## config.mk

```make
export PLATFORM = sky130hd
export DESIGN_NAME = asrc_ctrl
export DESIGN_NICKNAME = d
export VERILOG_FILES = /design/src/verilog/asrc_pkg.sv /design/src/verilog/asrc_ctrl.sv /design/src/verilog/asrc_wait.sv
export VERILOG_INCLUDE_DIRS = /design/src /design/src/verilog
export SDC_FILE = /design/constraint.sdc
export NUM_CORES = 1
export LEC_CHECK = 0
export BUFFER_PORTS_ARGS = -buffer_cell sky130_fd_sc_hd__buf_2
export CAP_MARGIN = 20
export CELL_PAD_IN_SITES_DETAIL_PLACEMENT = 0
export CELL_PAD_IN_SITES_GLOBAL_PLACEMENT = 2
export CORE_MARGIN = 4
export CORE_UTILIZATION = 32
export DETAILED_ROUTE_END_ITERATION = 10
export PLACE_DENSITY_LB_ADDON = 0.25
export SLEW_MARGIN = 20
export SYNTH_ARGS = -nofsm -noshare
export SYNTH_HDL_FRONTEND = slang
export SYNTH_HIERARCHICAL = 1
export SYNTH_SLANG_ARGS = --single-unit
```

## constraint.sdc

```tcl
create_clock -name clk -period 3.7 [get_ports clk]
set_input_delay 0.37 -clock clk [delete_from_list [all_inputs] [get_ports clk]]
set_output_delay 0.37 -clock clk [all_outputs]
set_load 0.02 [all_outputs]
```

## src/verilog/asrc_defines.svh

```systemverilog
/*
 * constants for the asynchronous sram host controller: pin widths, timing
 * figures and the cycle counts derived from them.
 * assumes a 100 MHz controller clock.
 */
`ifndef ASRC_DEFINES_SVH
`define ASRC_DEFINES_SVH

// ----------------------------------------
// widths
// ----------------------------------------
`define ASRC_ADDR_W 20
`define ASRC_DATA_W 16
`define ASRC_BYTE_W 8

// ----------------------------------------
// timing
// ----------------------------------------
`define ASRC_CLK_PERIOD_NS 10
`define ASRC_POWER_UP_WAIT_US 100
`define ASRC_POWER_UP_WAIT_CYC ((`ASRC_POWER_UP_WAIT_US * 1000 + `ASRC_CLK_PERIOD_NS - 1) / `ASRC_CLK_PERIOD_NS)
`define ASRC_WRITE_STROBE_TO_FLOAT_DELAY_NS 5
`define ASRC_WRITE_DATA_SETUP_NS 5
// strobe low cycles: float delay plus data setup, rounded up
`define ASRC_WR_LOW_CYC ((`ASRC_WRITE_STROBE_TO_FLOAT_DELAY_NS + `ASRC_WRITE_DATA_SETUP_NS + `ASRC_CLK_PERIOD_NS - 1) / `ASRC_CLK_PERIOD_NS)
`define ASRC_ACCESS_NS 10
`define ASRC_RD_WAIT_CYC ((`ASRC_ACCESS_NS + `ASRC_CLK_PERIOD_NS - 1) / `ASRC_CLK_PERIOD_NS)
`define ASRC_CNT_W 14

`endif

```

## src/verilog/asrc_pkg.sv

```systemverilog
/*
 * types for the asynchronous sram host controller.
 * assumes asrc_defines.svh is compiled alongside.
 */
package asrc_pkg;
    typedef enum logic [2:0] {
        ST_POWER_UP,
        ST_IDLE,
        ST_READ,
        ST_WRITE,
        ST_WRITE_END
    } asrc_state_t;
endpackage

```

## src/verilog/asrc_ctrl.sv

```systemverilog
/*
 * host controller for a 1M x 16 asynchronous static ram with two chip
 * selects and two byte-lane selects. a user request port issues single
 * reads and strobe-closed writes.
 * assumes the ram pins are wired directly; the data bus is split into
 * in, out and output enable, resolved by the board or testbench.
 */
// Summary of operation
// - write ends at first deassertion; we end it by the strobe
// - hold write data stable around the terminating strobe edge
// - wait 100 us after power before the first access
// - strobe-closed write with drive enable low lasts float delay plus setup
// - address-driven read keeps selects, drive enable low, strobe high
// - address valid no later than chip selection becomes active
`timescale 1ns/1ps
`include "asrc_defines.svh"

module asrc_ctrl (
    input wire logic clk,
    input wire logic nrst,
    input wire logic clk_en,
    input wire logic req_valid,
    output logic req_ready,
    input wire logic req_write,
    input wire logic [`ASRC_ADDR_W-1:0] req_addr,
    input wire logic [`ASRC_DATA_W-1:0] req_wdata,
    input wire logic [1:0] req_byte_en,
    output logic rsp_valid,
    output logic [`ASRC_DATA_W-1:0] rsp_rdata,
    output logic ram_ready,
    output logic [`ASRC_ADDR_W-1:0] mem_addr,
    output logic chip_select_low_n,
    output logic chip_select_high,
    output logic output_drive_n,
    output logic write_strobe_n,
    output logic lower_byte_select_n,
    output logic upper_byte_select_n,
    input wire logic [`ASRC_DATA_W-1:0] data_in,
    output logic [`ASRC_DATA_W-1:0] data_out,
    output logic data_oe
);
    logic [`ASRC_CNT_W-1:0] wait_val;
    logic wait_load;
    logic wait_done;
    logic pu_load_q;

    // ----------------------------------------
    // sequencer state
    // ----------------------------------------
    asrc_pkg::asrc_state_t state_q, state_d;
    logic [`ASRC_ADDR_W-1:0] addr_q, addr_d;
    logic [`ASRC_DATA_W-1:0] wdata_q, wdata_d;
    logic [`ASRC_DATA_W-1:0] rdata_q, rdata_d;
    logic [1:0] be_q, be_d;
    logic sel_q, sel_d;
    logic oe_n_q, oe_n_d;
    logic we_n_q, we_n_d;
    logic drive_q, drive_d;
    logic rsp_q, rsp_d;
    logic ready_q, ready_d;

    function automatic logic [`ASRC_CNT_W-1:0] asrc_cnt(input int cycles);
        asrc_cnt = `ASRC_CNT_W'(cycles - 1);
    endfunction

    asrc_wait u_wait (
        .clk(clk),
        .nrst(nrst),
        .ce(clk_en),
        .load(wait_load),
        .value(wait_val),
        .done(wait_done)
    );

    always_comb begin
        state_d = state_q;
        addr_d = addr_q;
        wdata_d = wdata_q;
        rdata_d = rdata_q;
        be_d = be_q;
        sel_d = sel_q;
        oe_n_d = oe_n_q;
        we_n_d = we_n_q;
        drive_d = drive_q;
        rsp_d = 1'b0;
        ready_d = ready_q;
        wait_load = 1'b0;
        wait_val = '0;
        unique case (state_q)
            asrc_pkg::ST_POWER_UP: begin
                // no access before the supply settle time has passed
                if (pu_load_q) begin
                    wait_load = 1'b1;
                    wait_val = asrc_cnt(`ASRC_POWER_UP_WAIT_CYC);
                end else if (wait_done) begin
                    ready_d = 1'b1;
                    state_d = asrc_pkg::ST_IDLE;
                end
            end
            asrc_pkg::ST_IDLE: begin
                // a request waits while the bus of the last write is still held
                if (req_valid && req_ready) begin
                    // address, lanes and select all latched now, at the same edge
                    addr_d = req_addr;
                    wdata_d = req_wdata;
                    be_d = req_byte_en;
                    if (req_write) begin
                        oe_n_d = 1'b1;
                        state_d = asrc_pkg::ST_WRITE;
                    end else begin
                        // selected, drive enable low, strobe high for the read
                        oe_n_d = 1'b0;
                        wait_load = 1'b1;
                        wait_val = asrc_cnt(`ASRC_RD_WAIT_CYC + 1);
                        state_d = asrc_pkg::ST_READ;
                    end
                    sel_d = 1'b1;
                end
            end
            asrc_pkg::ST_READ: begin
                if (wait_done) begin
                    rdata_d = data_in;
                    rsp_d = 1'b1;
                    sel_d = 1'b0;
                    oe_n_d = 1'b1;
                    state_d = asrc_pkg::ST_IDLE;
                end
            end
            asrc_pkg::ST_WRITE: begin
                // strobe falls in the same cycle the data drive starts; selects held
                we_n_d = 1'b0;
                drive_d = 1'b1;
                wait_load = 1'b1;
                // strobe low long enough for float delay plus data setup
                wait_val = asrc_cnt(`ASRC_WR_LOW_CYC);
                state_d = asrc_pkg::ST_WRITE_END;
            end
            asrc_pkg::ST_WRITE_END: begin
                if (wait_done) begin
                    // strobe closes the write; selects and data stay one more cycle
                    we_n_d = 1'b1;
                    rsp_d = 1'b1;
                    state_d = asrc_pkg::ST_IDLE;
                end
            end
        endcase
        // release bus and selects a cycle after the strobe rose
        if (state_q == asrc_pkg::ST_IDLE && we_n_q) begin
            drive_d = 1'b0;
            if (!(req_valid && req_ready)) begin
                sel_d = 1'b0;
            end
        end
    end

    always_ff @(posedge clk or negedge nrst) begin
        if (!nrst) begin
            state_q <= asrc_pkg::ST_POWER_UP;
            addr_q <= '0;
            wdata_q <= '0;
            rdata_q <= '0;
            be_q <= '0;
            sel_q <= 1'b0;
            oe_n_q <= 1'b1;
            we_n_q <= 1'b1;
            drive_q <= 1'b0;
            rsp_q <= 1'b0;
            ready_q <= 1'b0;
        end else if (clk_en) begin
            state_q <= state_d;
            addr_q <= addr_d;
            wdata_q <= wdata_d;
            rdata_q <= rdata_d;
            be_q <= be_d;
            sel_q <= sel_d;
            oe_n_q <= oe_n_d;
            we_n_q <= we_n_d;
            drive_q <= drive_d;
            rsp_q <= rsp_d;
            ready_q <= ready_d;
        end
    end

    // the power-up wait is loaded once, right after reset release
    always_ff @(posedge clk or negedge nrst) begin
        if (!nrst) begin
            pu_load_q <= 1'b1;
        end else if (clk_en) begin
            pu_load_q <= 1'b0;
        end
    end

    // ----------------------------------------
    // pins
    // ----------------------------------------
    assign req_ready = ready_q && (state_q == asrc_pkg::ST_IDLE) && !drive_q;
    assign rsp_valid = rsp_q;
    assign rsp_rdata = rdata_q;
    assign ram_ready = ready_q;
    assign mem_addr = addr_q;
    assign chip_select_low_n = !sel_q;
    assign chip_select_high = sel_q;
    assign output_drive_n = oe_n_q;
    assign write_strobe_n = we_n_q;
    // lanes selected only while in an access, each by its enable
    assign lower_byte_select_n = !(sel_q && be_q[0]);
    assign upper_byte_select_n = !(sel_q && be_q[1]);
    assign data_out = wdata_q;
    // never drive while the ram may drive: drive is gated off while output_drive_n is low
    assign data_oe = drive_q && oe_n_q;

    // ----------------------------------------
    // checks
    // ----------------------------------------
    logic [`ASRC_CNT_W-1:0] pu_cnt_q;
    always_ff @(posedge clk or negedge nrst) begin
        if (!nrst) begin
            pu_cnt_q <= '0;
        end else if (clk_en && !ready_q) begin
            pu_cnt_q <= pu_cnt_q + 1'b1;
        end
    end

    // strobe low time in enabled cycles, judged at the strobe rise
    logic [`ASRC_CNT_W-1:0] wr_low_cnt_q;
    always_ff @(posedge clk or negedge nrst) begin
        if (!nrst) begin
            wr_low_cnt_q <= '0;
        end else if (clk_en) begin
            wr_low_cnt_q <= write_strobe_n ? '0 : wr_low_cnt_q + 1'b1;
        end
    end

    a_no_early_access: assert property (@(posedge clk) disable iff (!nrst)
        $rose(ready_q) |-> pu_cnt_q >= `ASRC_CNT_W'(`ASRC_POWER_UP_WAIT_CYC - 1))
        else $error("access enabled before power-up wait");
    a_write_overlap: assert property (@(posedge clk) disable iff (!nrst)
        !write_strobe_n |-> (sel_q && output_drive_n && data_oe))
        else $error("write strobe low outside a selected, driven write");
    a_data_hold_end: assert property (@(posedge clk) disable iff (!nrst)
        (clk_en && $rose(write_strobe_n)) |-> (data_oe && !chip_select_low_n
            && $stable(data_out)))
        else $error("write data or select changed at strobe rise");
    a_strobe_width: assert property (@(posedge clk) disable iff (!nrst)
        $rose(write_strobe_n) |-> wr_low_cnt_q >= `ASRC_CNT_W'(`ASRC_WR_LOW_CYC))
        else $error("write strobe pulse too short");
    a_read_steady: assert property (@(posedge clk) disable iff (!nrst)
        (state_q == asrc_pkg::ST_READ) |-> (!output_drive_n && write_strobe_n
            && chip_select_high && !data_oe))
        else $error("read cycle not held steady");
    a_addr_first: assert property (@(posedge clk) disable iff (!nrst)
        (chip_select_high && $past(chip_select_high)) |-> $stable(mem_addr))
        else $error("address changed after selection");
    a_no_bus_fight: assert property (@(posedge clk) disable iff (!nrst)
        !output_drive_n |-> !data_oe)
        else $error("host drives bus while ram outputs enabled");
    a_sel_pair: assert property (@(posedge clk) disable iff (!nrst)
        chip_select_high == !chip_select_low_n)
        else $error("chip selects disagree");
    a_strobe_ends: assert property (@(posedge clk) disable iff (!nrst)
        $rose(write_strobe_n) |-> (chip_select_high && $stable(lower_byte_select_n)
            && $stable(upper_byte_select_n)))
        else $error("write not closed by strobe");
endmodule

```

## src/verilog/asrc_wait.sv

```systemverilog
/*
 * down counter used for every timed wait of the controller.
 * assumes load and enable come from the same clock domain.
 */
`timescale 1ns/1ps
`include "asrc_defines.svh"

module asrc_wait (
    input wire logic clk,
    input wire logic nrst,
    input wire logic ce,
    input wire logic load,
    input wire logic [`ASRC_CNT_W-1:0] value,
    output logic done
);
    logic [`ASRC_CNT_W-1:0] cnt_q;
    logic [`ASRC_CNT_W-1:0] cnt_d;

    always_comb begin
        cnt_d = cnt_q;
        if (load) begin
            cnt_d = value;
        end else if (cnt_q != '0) begin
            cnt_d = cnt_q - 1'b1;
        end
    end

    always_ff @(posedge clk or negedge nrst) begin
        if (!nrst) begin
            cnt_q <= '0;
        end else if (ce) begin
            cnt_q <= cnt_d;
        end
    end

    assign done = (cnt_q == '0) && !load;
endmodule

```

==> results of run 1 <==
==> metal layers <==
layer / routed length (um) / global-route usage, %
met5: 0 / 0
met4: 173 / 6.032
met3: 705 / 4.021
met2: 3822 / 19.03
met1: 4293 / 18.93
==> worst paths after layout <==
path                                      start               to  cells after the start
worst max-delay path            u_wait/cnt_q[0]    rsp_rdata[11]                      9
worst min register to register   output_drive_n   output_drive_n                      2
worst min-delay path                       nrst      mem_addr[5]                      1
min in group clk                  req_wdata[15]     data_out[15]                      2
worst max register to register  u_wait/cnt_q[0]    rsp_rdata[11]                      9
max in group asynchronous                  nrst  u_wait/cnt_q[3]                      1
==> metrics by stage <==
stage / total power [mW] / hold slack (ns) / utilization, % / cell area (um^2) / worst slack [ns]
floorplan: 1.620 / 0.07441 / - / 3739 / 0.9997
global placement: 1.843 / 0.4783 / 38.83 / 4434 / 0.6109
detailed placement: 1.845 / 0.4775 / 38.83 / 4434 / 0.5667
CTS: 2.806 / 0.2354 / 41.54 / 4743 / 0.5537
global route: 2.945 / 0.1293 / 41.57 / 4747 / 0.2823
finish: 2.765 / 0.06156 / 41.57 / 4747 / 0.5999
==> worst max-delay path, cell delays in order, from the launching register on <==
cell and delay, ns:
dfrtp_1 0.40, inv_1 0.08, ha_1 0.22, nor4b_1 0.50, nand2_1 0.19, nor3_1 0.23, buf_4 0.16, nor2b_1 0.19
nand4_2 0.52, mux2_2 0.48
==> kinds of logic after synthesis <==
kind of cell             Yosys count  share of synthesized area, %
AND/OR/NAND/NOR                   83                         12.78
flip-flops                        78                         52.57
AO/OA/AOI/OAI                     54                         9.991
multiplexers                      54                         20.18
buffers and inverters             25                         3.801
adder cells (fa/ha/maj)            1                        0.3363
other                              1                        0.1008
XOR/XNOR                           1                        0.2355
==> final cells by class <==
cell class                 instances  area [um^2]  share of cell area (%)
sequential                        78         1956                   41.20
tap                              143        178.9                   3.769
clock buffer                      12        236.5                   4.982
clock inverter                     4        72.57                   1.529
inverter                           7        26.28                  0.5535
timing repair buffer             123        629.4                   13.26
multi-input combinational        199         1648                   34.71
==> sequential cells by signal (all words and copies together) (netlist names) <==
| register | count |
|---|---|
| u_wait/cnt_q | 14 |
| output_drive_n | 1 |
| data_out | 16 |
| rsp_rdata | 16 |
| drive_q | 1 |
| write_strobe_n | 1 |
| rsp_valid | 1 |
| mem_addr | 20 |
| ram_ready | 1 |
| chip_select_high | 1 |
| be_q | 2 |
| pu_load_q | 1 |
| state_q | 3 |
==> layout by cell type, fill, tap and decap left out, drive strengths merged, types with 3 or more instances in the layout <==
master	netlist	layout
a31oi	3	3
dfstp	3	3
or3	5	5
nand4	3	3
nor2	16	16
conb	1	6
a21oi	12	12
dfrtp	75	75
mux2	54	54
o21ai	18	18
o2bb2ai	4	4
nor4	6	6
nor3b	4	4
nor3	13	13
a22oi	3	3
nand4b	3	3
clkbuf	10	12
and3	3	3
buf	8	123
nand2	10	10
inv	7	7
nand3	5	5
==> power breakdown <==
part	internal, mW	total, mW	switching, mW
registers	1.00	1.17	0.165
logic	0.301	0.661	0.360
clock network	0.590	0.937	0.346
total	1.89	2.76	0.871
==> qor.txt, run 1 <==
Outcome: complete, no violations
Area contributors post-synth: dfrtp_1, mux2_4, mux2_2, dfstp_2, o21ai_0
Initial core utilization: 32.58%
First-pass GRT wire length: 13.71 mm
Worst Clk Skew: 0.004966 ns
Post-Route WL: 8.994 mm
Final net count: 478
Largest net degree at the start of global routing: 79
Worst setup EP type: flop
Max Slew Vio Count: 0
Max cap viols: 0
Post-cts gate resize count: 0
ANT nets after route: 0
Synth cell types: 54
Async set-reset flop share out of synthesis: 100.0%
Synthesized area per cell: 12.52 um^2
Worst vdd ir: 0.3471 mV
Worst-case clock buffer depth: 2
I/O Buffers: 120
EDFF count, synth: 0
Critical path required time: 3.92 ns
Placed Instances: 550
Drt first pass iters: 4
H-tree level count: 3
Placement Rows: 39
Area fraction of the dominant cell type after synthesis: 50.45%
Die H: 115.8 um
Seq/Total Area, Yosys: 52.57%
Synth warn: 6
Worst-path maximum fanout: 18
Clk_lat worst skew: 0.34 ns
# diodes: 0
Tot GR Track Use: 13.44%
Initial antenna violation count: 0
Fin cells: 566
Worst-path clk slew: 0.06 ns
Most common cell in the synthesized netlist: dfrtp_1
Post-synth top area cell: dfrtp_1
GRT overflow: 0
# clock sinks: 78
I/O pin cnt: 121
Setup_tns: 0 ns
Post-DP HPWL: 6.056 mm
DR WL/cell: 15.89 um
Final setup violation count: 0
Type of the worst min-delay path: in -> async
Clock buffer count from CTS: 9
Post-CTS Hold Buffers: 0
Die width: 115.8 um
Ys flop type: dfrtp_1
Routability cong.: 0.7260
1st-iter DRT viols: 181
WS Path Type: reg -> reg
Max-Slew Margin vs Limit: 43.89%
CTS tree: yes
Pleak: 2.545 nW
WP data arrival: 3.32 ns
Post-Synthesis Cells: 297
CP Launch Type: flop
Commonest cells in the netlist: dfrtp_1, mux2_4, mux2_2, nor2_1, o21ai_0
Fin crit share: 83.79%
Fmax: 322.6 MHz
Register-to-register setup slack: 0.60 ns
Die area: 13410 um^2
Setup Buffers After CTS: 0
Power Dens Cells: 582.4 nW/um^2
DRC Markers: 0
Share of cells above drive strength 1: 47.99%
Min cycle time layout: 3.100 ns
Core area: 11420 um^2
RSZ-0062 raised after global routing: false
Synth Cell Area: 3720 um^2
Hold Fails Final Rpt: 0
Avg Vias per Cell: 4.905
Area grow syn2layout: 27.62%
DR vias: 2776
Layout fillers: 1114
Vias in the first global route: 2543
Yosys reg bits: 78
Worst Max-Slew Pin Slew: 0.8388 ns
Root buf cell: clkbuf_16
Power figures use the tool's default switching activity.
==> inputs of run 2 (changes only) <==
==> constraint.sdc (replaced) <==
create_clock -name clk -period 3.24 [get_ports clk]
set_input_delay 0.324 -clock clk [delete_from_list [all_inputs] [get_ports clk]]
set_output_delay 0.324 -clock clk [all_outputs]
set_load 0.02 [all_outputs]
==> qor.txt, run 2 (synthesized netlist as in run 1, its figures left out) <==
Outcome: complete, no violations
Max cap viols: 0
Min Hold Slack: 0.03076 ns
# diodes: 0
DR vias: 2785
Share of cells above drive strength 1: 48.48%
Critical path required time: 3.46 ns
WP data arrival: 2.97 ns
1st-iter DRT viols: 198
Max stage delay on crit path: 0.59 ns
Avg Vias per Cell: 4.886
Die width: 115.8 um
Layout fillers: 1114
Min cycle time layout: 2.756 ns
Post-CTS Hold Buffers: 0
Placed Instances: 554
Setup Buffers After CTS: 0
Tot Pwr: 3.087 mW
Setup_tns: 0 ns
# clock sinks: 78
Most frequent cells in the layout: buf_2, dfrtp_1, mux2_4
Tot GR Track Use: 13.21%
Core area: 11420 um^2
Routability cong.: 0.7196
Vias in the first global route: 2714
Register-to-register setup slack: 0.48 ns
Clk_lat worst skew: 0.33 ns
First-pass GRT wire length: 13.90 mm
I/O Buffers: 120
H-tree level count: 3
Root buf cell: clkbuf_16
I/O pin cnt: 121
WS Path Type: reg -> reg
DRC Markers: 0
Fin crit share: 85.06%
Final net count: 482
Die area: 13410 um^2
RSZ-0062 raised after global routing: false
Largest net degree at the start of global routing: 79
Worst setup EP type: flop
Hold Fails Final Rpt: 0
Worst-path maximum fanout: 18
Power Dens Cells: 649.4 nW/um^2
Crit path top cell by count: or3_1
Post-DP HPWL: 6.157 mm
Worst Clk Skew: 0.006463 ns
GRT overflow: 0
ANT nets after route: 0
Fmax: 362.9 MHz
CP Launch Type: flop
Drt first pass iters: 4
DR WL/cell: 15.63 um
Max-Slew Margin vs Limit: 50.57%
Worst-path clk slew: 0.06 ns
Largest register FFs: 20
Final setup violation count: 0
Worst Max-Slew Pin Slew: 0.7390 ns
Worst vdd ir: 0.3183 mV
Post-cts gate resize count: 0
Initial antenna violation count: 0
Initial core utilization: 32.58%
Register Area: 1956 um^2
Placement Rows: 39
Fin cells: 570
CTS tree: yes
Multi-input gate area: 1648 um^2
Post-Route WL: 8.911 mm
Slowest cell on the critical path: dfrtp_1
Type of the worst min-delay path: in -> async
Worst-case clock buffer depth: 2
Most common cell after layout, fill and taps aside: buf_2
Die H: 115.8 um
Area grow syn2layout: 27.78%
Max Slew Vio Count: 0
Pleak: 2.559 nW
Clock buffer count from CTS: 9
Critical path, cell by cell: nand4b_1, or3_1, a31oi_2, or3_1, nor3_1, nor2b_1, nand4_2, buf_4, mux2_2
-- run 2: power breakdown --
group	switching, mW	internal, mW	total [mW]
sequential	0.171	1.14	1.32
combinational	0.435	0.353	0.788
clock	0.387	0.596	0.983
total	0.993	2.09	3.09
-- run 2: worst paths after layout --
check,startpoint,to,cells past startpoint
worst max register to register,state_q[0],rsp_rdata[7],9
max in group asynchronous,nrst,u_wait/cnt_q[6],1
worst min-delay path,nrst,mem_addr[5],1
worst max-delay path,state_q[0],rsp_rdata[7],9
min in group clk,req_wdata[1],data_out[1],2
worst min register to register,output_drive_n,output_drive_n,2
-- run 2: per-stage QoR --
step                utilization [%]  cell area (um^2)  setup slack, ns
detailed placement            39.10              4464           0.5198
floorplan                         -              3739           0.5397
finish                        41.63              4753           0.4841
global route                  41.63              4753           0.2688
CTS                           41.60              4750           0.4948
global placement              39.10              4464           0.5771
-- run 2: cell type report --
| class | count | area share [%] |
|---|---|---|
| tap | 143 | 3.764 |
| multi-input combinational | 199 | 34.67 |
| clock buffer | 12 | 4.975 |
| timing repair buffer | 127 | 13.87 |
| sequential | 78 | 41.14 |
| inverter | 7 | 0.5528 |
| clock inverter | 4 | 1.027 |
-- run 2: critical path, delay by kind of cell (launching register included) --
family / cells / cell delay [ns]
compound gates: 1 / 0.17
buf+inv: 1 / 0.26
flops: 1 / 0.59
mux: 1 / 0.37
simple gates: 6 / 1.24
-- run 2: routing by layer --
| metal | wire, um | global-route usage (%) |
|---|---|---|
| met5 | 0 | 0 |
| met3 | 645 | 4.543 |
| met4 | 138 | 5.104 |
| met2 | 3816 | 19.22 |
| met1 | 4310 | 18.14 |
